[config.mk]
export PLATFORM = sky130hd
export DESIGN_NAME = sleep_mode_power_control
export DESIGN_NICKNAME = d
export VERILOG_FILES = /design/src/core/pwr_pkg.sv /design/src/core/window_if.sv /design/src/core/sleep_mode_power_control.sv /design/src/core/protect_window.sv /design/src/core/domain_gate.sv
export SDC_FILE = /design/constraint.sdc
export NUM_CORES = 1
export LEC_CHECK = 0
export ABC_AREA = 1
export ABC_CLOCK_PERIOD_IN_PS = 1700
export BUFFER_PORTS_ARGS = -buffer_cell sky130_fd_sc_hd__buf_2
export CAP_MARGIN = 20
export CORE_UTILIZATION = 45
export CTS_BUF_LIST = sky130_fd_sc_hd__clkbuf_4
export DETAILED_ROUTE_END_ITERATION = 16
export PLACE_DENSITY = 0.8
export SKIP_LAST_GASP = 1
export SLEW_MARGIN = 20
export SYNTH_ARGS = -nofsm -noshare
export SYNTH_HDL_FRONTEND = slang
export SYNTH_SLANG_ARGS = --single-unit
[constraint.sdc]
create_clock -name core_clk_in -period 1.7 [get_ports core_clk_in]
set_clock_uncertainty 0.05 [all_clocks]
set_input_delay 0.34 -clock core_clk_in [delete_from_list [all_inputs] [get_ports core_clk_in]]
set_output_delay 0.34 -clock core_clk_in [all_outputs]
set_load 0.02 [all_outputs]
[src/core/pwr_pkg.sv]
package pwr_pkg;

    // register word indices; byte address is four times the index
    localparam logic [7:0] IDX_POWER_REDUCTION = 8'h35;
    localparam logic [7:0] IDX_CLOCK_PRESCALE = 8'h36;
    localparam logic [7:0] IDX_SLEEP_MODE_CONTROL = 8'h3A;
    localparam logic [7:0] IDX_CONFIG_CHANGE_PROTECT = 8'h3C;
    localparam logic [7:0] IDX_POWER_STATUS = 8'h3D;

    // sleep_mode_control fields
    localparam int SLEEP_ENABLE_BIT_POS = 0;
    localparam int SLEEP_MODE_SELECT_LSB = 1;
    localparam logic [3:0] SLEEP_MODE_CONTROL_RESET = 4'h0;

    // sleep_mode_select codes
    localparam logic [2:0] MODE_IDLE = 3'h0;
    localparam logic [2:0] MODE_NOISE_REDUCTION = 3'h1;
    localparam logic [2:0] MODE_POWER_DOWN = 3'h2;
    localparam logic [2:0] MODE_STANDBY = 3'h4;

    // power_reduction_bits fields
    localparam int TIMER_CLOCK_GATE_POS = 0;
    localparam int CONVERTER_CLOCK_GATE_POS = 1;
    localparam logic [1:0] POWER_REDUCTION_RESET = 2'h0;

    // clock_prescale_register: divide by 8 after reset
    localparam logic [3:0] CLOCK_DIVIDE_SELECT_RESET = 4'h3;

    // power status fields
    localparam int STATUS_ASLEEP_POS = 0;
    localparam int STATUS_WINDOW_POS = 1;
    localparam int STATUS_EXTENDED_POS = 2;

    // timing counts in main clock cycles
    localparam int CHANGE_WINDOW_CYCLES = 4;
    localparam int OSC_STARTUP_CYCLES = 6;
    localparam int WAKE_HALT_CYCLES = 4;

    // clock domain slots
    localparam int DOM_CPU = 0;
    localparam int DOM_NVM = 1;
    localparam int DOM_IO = 2;
    localparam int DOM_CONVERTER = 3;
    localparam int DOM_TIMER = 4;
    localparam int DOM_OSC = 5;
    localparam int NUM_DOMAINS = 6;

    typedef enum logic [1:0] {
        ST_RUN,
        ST_SLEEP,
        ST_OSC_START,
        ST_WAKE_HALT
    } pwr_state_type;

    typedef struct packed {
        pwr_state_type state;
        logic [2:0] mode;
        logic [3:0] cnt;
        logic reset_wake;
        logic wr_pend;
        logic [7:0] wr_idx;
        logic [31:0] rdata;
        logic [3:0] sleep_mode_control;
        logic [1:0] power_reduction_bits;
        logic [3:0] system_clock_divide_select;
        logic conv_en_prev;
        logic ext_conv;
        logic conv_start;
        logic handler;
        logic reset_vec;
        logic wdt_run;
        logic cmp_off;
        logic ibuf_dis;
    } ctrl_state_type;

endpackage

[src/core/window_if.sv]
`timescale 1ns/100ps
`default_nettype none

interface window_if;
    logic open;
    logic consume;
    logic active;
    modport ctrl (output open, output consume, input active);
    modport timer (input open, input consume, output active);
endinterface // window_if

`default_nettype wire

[src/core/sleep_mode_power_control.sv]
`timescale 1ns/100ps
`default_nettype none

module sleep_mode_power_control
    import pwr_pkg::*;
#(
    parameter logic [7:0] CHANGE_SIGNATURE = 8'h5A, // arbitrary value
    parameter int OSC_CYCLES = OSC_STARTUP_CYCLES,
    parameter int HALT_CYCLES = WAKE_HALT_CYCLES
) (
    input wire logic core_clk_in,
    input wire logic resetn_in,
    input wire logic hsel_in,
    input wire logic [31:0] haddr_in,
    input wire logic [1:0] htrans_in,
    input wire logic hwrite_in,
    input wire logic [2:0] hsize_in,
    input wire logic [31:0] hwdata_in,
    input wire logic hready_in,
    output logic [31:0] hrdata_out,
    output logic hreadyout_out,
    output logic hresp_out,
    input wire logic sleep_instr_in,
    input wire logic ext_level_int_in,
    input wire logic ext_edge_int_in,
    input wire logic pin_change_int_in,
    input wire logic converter_int_in,
    input wire logic other_io_int_in,
    input wire logic watchdog_int_in,
    input wire logic supply_monitor_int_in,
    input wire logic watchdog_reset_in,
    input wire logic watchdog_enabled_in,
    input wire logic converter_enabled_in,
    input wire logic conversion_started_in,
    output logic cpu_clock_en_out,
    output logic nvm_clock_en_out,
    output logic io_clock_en_out,
    output logic converter_clock_en_out,
    output logic timer_clock_en_out,
    output logic oscillator_en_out,
    output logic [3:0] system_clock_divide_select_out,
    output logic timer_access_block_out,
    output logic converter_access_block_out,
    output logic converter_start_out,
    output logic extended_conversion_out,
    output logic comparator_disable_out,
    output logic input_buffer_disable_out,
    output logic watchdog_run_out,
    output logic handler_entry_out,
    output logic reset_vector_out,
    output logic sleeping_out
);
    ctrl_state_type st_reg;
    ctrl_state_type st_next;
    logic take;
    logic wr_ccp;
    logic wr_system_clock_divide_select;
    logic mode_valid;
    logic wake_irq;
    logic sleep_go;
    logic waking;
    logic [NUM_DOMAINS-1:0] keep;
    logic [NUM_DOMAINS-1:0] block;
    logic [NUM_DOMAINS-1:0] dom_en;

    window_if win ();

    generate
        if (OSC_CYCLES < 1 || OSC_CYCLES > 15 || HALT_CYCLES < 1 || HALT_CYCLES > 15) begin : gen_bad_counts
            $error("wake counts out of range");
        end
    endgenerate

    protect_window #(
        .WINDOW_CYCLES(CHANGE_WINDOW_CYCLES)
    ) u_window (
        .core_clk_in(core_clk_in),
        .resetn_in(resetn_in),
        .win(win)
    );

    function automatic logic [31:0] reg_read(input logic [31:0] addr, input ctrl_state_type s, input logic act);
        logic [31:0] d;
        d = 32'h0;
        if (addr[31:10] == 22'h0) begin
            case (addr[9:2])
                IDX_SLEEP_MODE_CONTROL: d[3:0] = s.sleep_mode_control;
                IDX_POWER_REDUCTION: d[1:0] = s.power_reduction_bits;
                IDX_CLOCK_PRESCALE: d[3:0] = s.system_clock_divide_select;
                IDX_POWER_STATUS: begin
                    d[STATUS_ASLEEP_POS] = (s.state != ST_RUN);
                    d[STATUS_WINDOW_POS] = act;
                    d[STATUS_EXTENDED_POS] = s.ext_conv;
                end
                default: d = 32'h0;
            endcase
        end
        return d;
    endfunction

    // bus slave: zero wait states, always OKAY
    assign hreadyout_out = 1'b1;
    assign hresp_out = 1'b0;
    assign take = hsel_in & hready_in & htrans_in[1];

    assign wr_ccp = st_reg.wr_pend & (st_reg.wr_idx == IDX_CONFIG_CHANGE_PROTECT)
        & (hwdata_in[7:0] == CHANGE_SIGNATURE);
    assign wr_system_clock_divide_select = st_reg.wr_pend & (st_reg.wr_idx == IDX_CLOCK_PRESCALE) & win.active;
    assign win.open = wr_ccp;
    assign win.consume = wr_system_clock_divide_select;

    assign mode_valid = (st_reg.sleep_mode_control[3:1] == MODE_IDLE) | (st_reg.sleep_mode_control[3:1] == MODE_NOISE_REDUCTION)
        | (st_reg.sleep_mode_control[3:1] == MODE_POWER_DOWN) | (st_reg.sleep_mode_control[3:1] == MODE_STANDBY);
    // sleep only with enable set; reserved code keeps running
    assign sleep_go = (st_reg.state == ST_RUN) & sleep_instr_in & st_reg.sleep_mode_control[SLEEP_ENABLE_BIT_POS] & mode_valid;

    // wake sources per mode; power-down and standby sources
    always_comb begin
        case (st_reg.mode)
            MODE_IDLE: wake_irq = ext_level_int_in | ext_edge_int_in | pin_change_int_in | converter_int_in
                | other_io_int_in | watchdog_int_in | supply_monitor_int_in;
            MODE_NOISE_REDUCTION: wake_irq = ext_level_int_in | pin_change_int_in | converter_int_in
                | watchdog_int_in | supply_monitor_int_in;
            default: wake_irq = ext_level_int_in | pin_change_int_in | watchdog_int_in;
        endcase
    end
    assign waking = (st_reg.state == ST_SLEEP) & (wake_irq | watchdog_reset_in);

    always_comb begin
        st_next = st_reg;
        st_next.conv_start = 1'b0;
        st_next.handler = 1'b0;
        st_next.reset_vec = 1'b0;
        st_next.wr_pend = take & hwrite_in & (haddr_in[31:10] == 22'h0);
        st_next.wr_idx = haddr_in[9:2];
        st_next.rdata = (take & ~hwrite_in) ? reg_read(haddr_in, st_reg, win.active) : 32'h0;
        if (st_reg.wr_pend) begin
            case (st_reg.wr_idx)
                IDX_SLEEP_MODE_CONTROL: st_next.sleep_mode_control = hwdata_in[3:0];
                IDX_POWER_REDUCTION: st_next.power_reduction_bits = hwdata_in[1:0];
                default: st_next.sleep_mode_control = st_reg.sleep_mode_control;
            endcase
        end
        if (wr_system_clock_divide_select) begin
            st_next.system_clock_divide_select = hwdata_in[3:0];
        end
        case (st_reg.state)
            ST_RUN: begin
                if (sleep_go) begin
                    st_next.state = ST_SLEEP;
                    st_next.mode = st_reg.sleep_mode_control[3:1];
                    st_next.conv_start = converter_enabled_in
                        & ((st_reg.sleep_mode_control[3:1] == MODE_IDLE) | (st_reg.sleep_mode_control[3:1] == MODE_NOISE_REDUCTION));
                end
            end
            ST_SLEEP: begin
                if (waking) begin
                    st_next.reset_wake = watchdog_reset_in;
                    // no start-up delay unless the oscillator was stopped
                    if (st_reg.mode == MODE_POWER_DOWN) begin
                        st_next.state = ST_OSC_START;
                        st_next.cnt = 4'(OSC_CYCLES - 1);
                    end else begin
                        st_next.state = ST_WAKE_HALT;
                        st_next.cnt = 4'(HALT_CYCLES - 1);
                    end
                end
            end
            ST_OSC_START: begin
                if (st_reg.cnt == 4'h0) begin
                    st_next.state = ST_WAKE_HALT;
                    st_next.cnt = 4'(HALT_CYCLES - 1);
                end else begin
                    st_next.cnt = st_reg.cnt - 4'h1;
                end
            end
            ST_WAKE_HALT: begin
                if (st_reg.cnt == 4'h0) begin
                    st_next.state = ST_RUN;
                    st_next.handler = ~st_reg.reset_wake;
                    st_next.reset_vec = st_reg.reset_wake;
                    st_next.reset_wake = 1'b0;
                end else begin
                    st_next.cnt = st_reg.cnt - 4'h1;
                end
            end
            default: st_next.state = ST_RUN;
        endcase
        // extended conversion; a new enable wins over a start
        st_next.conv_en_prev = converter_enabled_in;
        if (converter_enabled_in & ~st_reg.conv_en_prev) begin
            st_next.ext_conv = 1'b1;
        end else if (conversion_started_in | st_reg.conv_start) begin
            st_next.ext_conv = 1'b0;
        end
        st_next.wdt_run = watchdog_enabled_in;
        st_next.cmp_off = (st_next.state == ST_SLEEP) & (st_next.mode == MODE_POWER_DOWN);
        // input buffers off while io clock stopped
        st_next.ibuf_dis = (st_next.state == ST_SLEEP) & (st_next.mode != MODE_IDLE);
    end

    // clock domains follow the next state
    always_comb begin
        keep[DOM_CPU] = (st_next.state == ST_RUN);
        keep[DOM_NVM] = (st_next.state == ST_RUN);
        keep[DOM_IO] = (st_next.state != ST_SLEEP) | (st_next.mode == MODE_IDLE);
        keep[DOM_CONVERTER] = (st_next.state != ST_SLEEP) | (st_next.mode == MODE_IDLE)
            | (st_next.mode == MODE_NOISE_REDUCTION);
        keep[DOM_TIMER] = keep[DOM_IO];
        keep[DOM_OSC] = ~((st_next.state == ST_SLEEP) & (st_next.mode == MODE_POWER_DOWN));
        block = '0;
        // gate bits stop the peripheral clocks; frozen state resumes
        block[DOM_CONVERTER] = st_next.power_reduction_bits[CONVERTER_CLOCK_GATE_POS];
        block[DOM_TIMER] = st_next.power_reduction_bits[TIMER_CLOCK_GATE_POS];
    end

    genvar g;
    generate
        for (g = 0; g < NUM_DOMAINS; g++) begin : gen_gate
            domain_gate u_gate (
                .core_clk_in(core_clk_in),
                .resetn_in(resetn_in),
                .keep_in(keep[g]),
                .block_in(block[g]),
                .enable_out(dom_en[g])
            );
        end
    endgenerate

    // no storage is cleared on sleep, only clocks are stopped
    always_ff @(posedge core_clk_in or negedge resetn_in) begin
        if (!resetn_in) begin
            st_reg <= '0;
            st_reg.state <= ST_RUN;
            st_reg.sleep_mode_control <= SLEEP_MODE_CONTROL_RESET;
            st_reg.power_reduction_bits <= POWER_REDUCTION_RESET;
            st_reg.system_clock_divide_select <= CLOCK_DIVIDE_SELECT_RESET;
        end else begin
            st_reg <= st_next;
        end
    end

    assign hrdata_out = st_reg.rdata;
    assign cpu_clock_en_out = dom_en[DOM_CPU];
    assign nvm_clock_en_out = dom_en[DOM_NVM];
    assign io_clock_en_out = dom_en[DOM_IO];
    assign converter_clock_en_out = dom_en[DOM_CONVERTER];
    assign timer_clock_en_out = dom_en[DOM_TIMER];
    assign oscillator_en_out = dom_en[DOM_OSC];
    assign system_clock_divide_select_out = st_reg.system_clock_divide_select;
    assign timer_access_block_out = st_reg.power_reduction_bits[TIMER_CLOCK_GATE_POS];
    assign converter_access_block_out = st_reg.power_reduction_bits[CONVERTER_CLOCK_GATE_POS];
    assign converter_start_out = st_reg.conv_start;
    assign extended_conversion_out = st_reg.ext_conv;
    assign comparator_disable_out = st_reg.cmp_off;
    assign input_buffer_disable_out = st_reg.ibuf_dis;
    assign watchdog_run_out = st_reg.wdt_run;
    assign handler_entry_out = st_reg.handler;
    assign reset_vector_out = st_reg.reset_vec;
    assign sleeping_out = (st_reg.state != ST_RUN);
endmodule // sleep_mode_power_control

`default_nettype wire

[src/core/protect_window.sv]
`timescale 1ns/100ps
`default_nettype none

module protect_window
    import pwr_pkg::*;
#(
    parameter int WINDOW_CYCLES = CHANGE_WINDOW_CYCLES
) (
    input wire logic core_clk_in,
    input wire logic resetn_in,
    window_if.timer win
);
    typedef struct packed {
        logic [3:0] left;
    } win_state_type;

    win_state_type st_reg;
    win_state_type st_next;

    generate
        if (WINDOW_CYCLES < 1 || WINDOW_CYCLES > 15) begin : gen_bad_window
            $error("window length out of range");
        end
    endgenerate

    always_comb begin
        st_next = st_reg;
        if (win.open) begin
            st_next.left = 4'(WINDOW_CYCLES);
        end else if (win.consume) begin
            st_next.left = 4'h0;
        end else if (st_reg.left != 4'h0) begin
            st_next.left = st_reg.left - 4'h1;
        end
    end

    always_ff @(posedge core_clk_in or negedge resetn_in) begin
        if (!resetn_in) begin
            st_reg <= '0;
        end else begin
            st_reg <= st_next;
        end
    end

    assign win.active = (st_reg.left != 4'h0);
endmodule // protect_window

`default_nettype wire

[src/core/domain_gate.sv]
`timescale 1ns/100ps
`default_nettype none

module domain_gate (
    input wire logic core_clk_in,
    input wire logic resetn_in,
    input wire logic keep_in,
    input wire logic block_in,
    output logic enable_out
);
    typedef struct packed {
        logic en;
    } gate_state_type;

    gate_state_type st_reg;
    gate_state_type st_next;

    // registered so the enable never glitches mid-cycle
    always_comb begin
        st_next.en = keep_in & ~block_in;
    end

    always_ff @(posedge core_clk_in or negedge resetn_in) begin
        if (!resetn_in) begin
            st_reg <= 1'b1;
        end else begin
            st_reg <= st_next;
        end
    end

    assign enable_out = st_reg.en;
endmodule // domain_gate

`default_nettype wire

==> flow_summary_export.csv <==
group,metric,value,unit
place,placed_cell_area,2999,sq um
outcome,run_status,"finished clean",
global_routing,grt_max_degree,29,
floorplan,io-pin-count,140,
power_and_ir_drop,p_leak,1.731,nW
setup_path,cpMaxStageDelayCell,"dfrtp_1",
power_and_ir_drop,peakVddDrop,0.3411,mV
flow_run,maxCapViolations,0,
synthesis,synth_ff_type,"dfrtp_1",
cells_and_area,final_area,3156,sq um
timing,rsz0062_at_grt,"true",
place,post-dp-hpwl,4.194,mm
worst_hold_path,hold_path.class,"in -> reg",
floorplan,num_rows,27,
clock_tree,cts_tree,"yes",
route,drc,0,
synthesis,synth.area.top_cells,"dfrtp_1, buf_4, nand2_1, dfstp_2, inv_1",
timing,period_needed,1.639,ns
synthesis,yosysSeqAreaShare,0.4739,
synthesis,synth.most_common_cell,"nand2_1",
timing,holdWs,0.02191,ns
synthesis,syn_area_per_cell,8.232,sq um
setup_path,cpMostUsedCell,"nand2_1",
cells_and_area,drive_gt1_frac,0.2899,
clock_tree,root_buffer,"clkbuf_4",
clock_tree,cts.sink_count,50,
route,routed_via_density,4.681,
synthesis,yosysTopAreaCellShare,0.4047,
global_routing,grt_first_pass_wirelength,8.832,mm
place,dpl.cell_count,467,
synthesis,synthCells,323,
floorplan,die_h,78.87,microns
place,numPortBuffers,79,
route,wl_per_cell,11.10,microns
setup_path,crit_type,"reg -> reg",
clock_tree,clkSlewWorstSetupHoldPaths,0.14,ns
synthesis,async_flop_share,1.000,
synthesis,synth_warnings,0,
synthesis,ys_seq_elements,50,
power_and_ir_drop,p_per_area,707.0,nW/um^2
setup_path,crit_buf_inv,1,
clock_tree,clock_latency,0.36,ns
route,drt-pass1-iter-count,4,
floorplan,die_width,78.87,microns
global_routing,grt_pass1_vias,2107,
cells_and_area,final_cells,479,
synthesis,synth_cell_types,33,
floorplan,start_util,0.4741,
timing,fin_crit_sh,0.9642,
route,wirelength,5.318,mm
clock_tree,clockBufferDepth,2,
global_routing,grt-ovfl-total,0,
cells_and_area,fin_nets,496,
setup_path,cpLargestDelayFamily,"simple AND/OR/NAND/NOR gates",
global_routing,grtUsageTotal,0.1817,
cells_and_area,area_growth,18.68,%
route,vias,2242,
synthesis,syn_area,2659,sq um
timing,hold_viol_final,0,
synthesis,yosysTopAreaCell,"dfrtp_1",
setup_path,crit_path_max_fanout,3,
route,drtAntennaViolNets,0,
floorplan,die_area,6220,sq um
setup_path,required,1.92,ns
setup_path,crit_chain,"inv_1 -> ha_1 -> nand3_2 -> nand2_1 -> o21ai_0 -> o21bai_2 -> nand2_1 -> nand2_1 -> and2_1",
setup_path,critPathMaxStageDelay,0.42,ns
timing,slew_viol_final,0,
place,gp_congestion,0.7901,
clock_tree,htree_levels,2,
cells_and_area,largest_reg_flops,24,
cells_and_area,postLayoutCoreUtil,0.5627,
setup_path,critPathArrivalTime,1.86,ns
cells_and_area,antennaDiodeCount,0,
setup_path,startpoint_type,"flop",
setup_path,end_kind,"flop",
timing,max_freq,610.1,MHz
timing,setup_viol_count_final,0,
route,detail_route.iter0.violations,157,
synthesis,ys_top_cells_by_count,"nand2_1, dfrtp_1, inv_1, buf_4, nor2_1",
clock_tree,numCtsBuffers,5,
cells_and_area,n_fill_cell,518,
floorplan,core,5608,sq um
synthesis,synth-edff-count,0,
global_routing,antenna_found_initial,0,
cell usage in the layout, fill, tap and decap left out, types with 2 or more instances in the layout:
| cell | instances |
|---|---|
| buf_2 | 79 |
| nand2_1 | 65 |
| dfrtp_1 | 42 |
| inv_1 | 41 |
| nor2_1 | 32 |
| conb_1 | 30 |
| nand3_1 | 21 |
| o21ai_0 | 19 |
| nor3_1 | 7 |
| dfstp_2 | 7 |
| buf_4 | 6 |
| nor4_1 | 5 |
| clkbuf_4 | 5 |
| nand3_2 | 4 |
| a21oi_1 | 4 |
| ha_1 | 4 |
| inv_2 | 3 |
| nand4_1 | 3 |
| nand3b_1 | 3 |
| clkinv_1 | 2 |
| o211ai_1 | 2 |
| nand2_2 | 2 |
| bufinv_16 | 2 |
cells by family after synthesis:
logic type / count (synthesis) / share of synthesized area
xor gates and xnor gates: 2 / 0.006589
buffers and inverters: 85 / 0.1765
other: 2 / 0.002825
adders and majority gates: 4 / 0.01882
AOI/OAI and AO/OA: 30 / 0.06165
and+or+nand+nor: 150 / 0.2598
DFF: 50 / 0.4739
through the flow:
stage / TNS, ns / worst slack [ns] / power (mW)
after global routing: -0.1716 / -0.07539 / 2.315
after CTS: 0 / 0.05062 / 2.247
after detailed placement: 0 / 0.001433 / 1.433
after floorplan: 0 / 0.1966 / 1.378
final: 0 / 0.06084 / 2.231
after global placement: 0 / 0.07471 / 1.428
metal layers:
layer | up-vias | share of wire | global-route usage
li1 | 1115 | - | -
met1 | 1031 | 0.42 | 0.2150
met2 | 87 | 0.49 | 0.3104
met3 | 9 | 0.067 | 0.03908
met4 | 0 | 0.023 | 0.09273
met5 | - | 0 | 0
power by group:
group	total (mW)	switching [mW]	leakage (nW)	internal, mW
Sequential	1.21	0.00596	0.601	1.20
Clock	0.818	0.365	0.0528	0.453
Combinational	0.202	0.134	1.08	0.0678
Total	2.23	0.506	1.73	1.73
final cells by class:
cell class / count / area (sq um) / share of cell area
Sequential cell: 50 / 1261 / 0.3997
Multi-Input combinational cell: 216 / 1052 / 0.3335
Tap cell: 72 / 90.09 / 0.02855
Clock buffer: 5 / 37.54 / 0.01190
Inverter: 45 / 168.9 / 0.05353
Timing Repair Buffer: 88 / 481.7 / 0.1527
Clock inverter: 3 / 63.81 / 0.02022
worst register-to-register path, cell delays in order, from the launching register on:
cell	delay (ns)
dfrtp_1	0.42
inv_1	0.09
ha_1	0.18
nand3_2	0.12
nand2_1	0.10
o21ai_0	0.12
o21bai_2	0.22
nand2_1	0.07
nand2_1	0.04
and2_1	0.14
worst paths after layout:
| path | slack (ns) | from | cells past startpoint | end |
|---|---|---|---|---|
| setup / recovery | 0.06 | st_reg[60] | 9 | st_reg[62] |
| hold / removal | 0.02 | watchdog_enabled_in | 1 | watchdog_run_out |
| setup reg to reg | 0.06 | st_reg[60] | 9 | st_reg[62] |
| hold reg to reg | 0.39 | st_reg[7] | 1 | extended_conversion_out |
| max in group asynchronous | 0.76 | resetn_in | 3 | gen_gate[2].u_gate.enable_out |
| min in group asynchronous | 0.32 | resetn_in | 2 | st_reg[60] |
timing repair:
item | in CTS | in global routing
endpoints found under the setup margin | 2 | 10
hold buffers | 1 | 0
pin swaps | 0 | 1
gates resized for setup | 1 | 8
buffers inserted | 0 | 3
endpoints found under the hold margin | 9 | 0
Power figures use the tool's default switching activity.
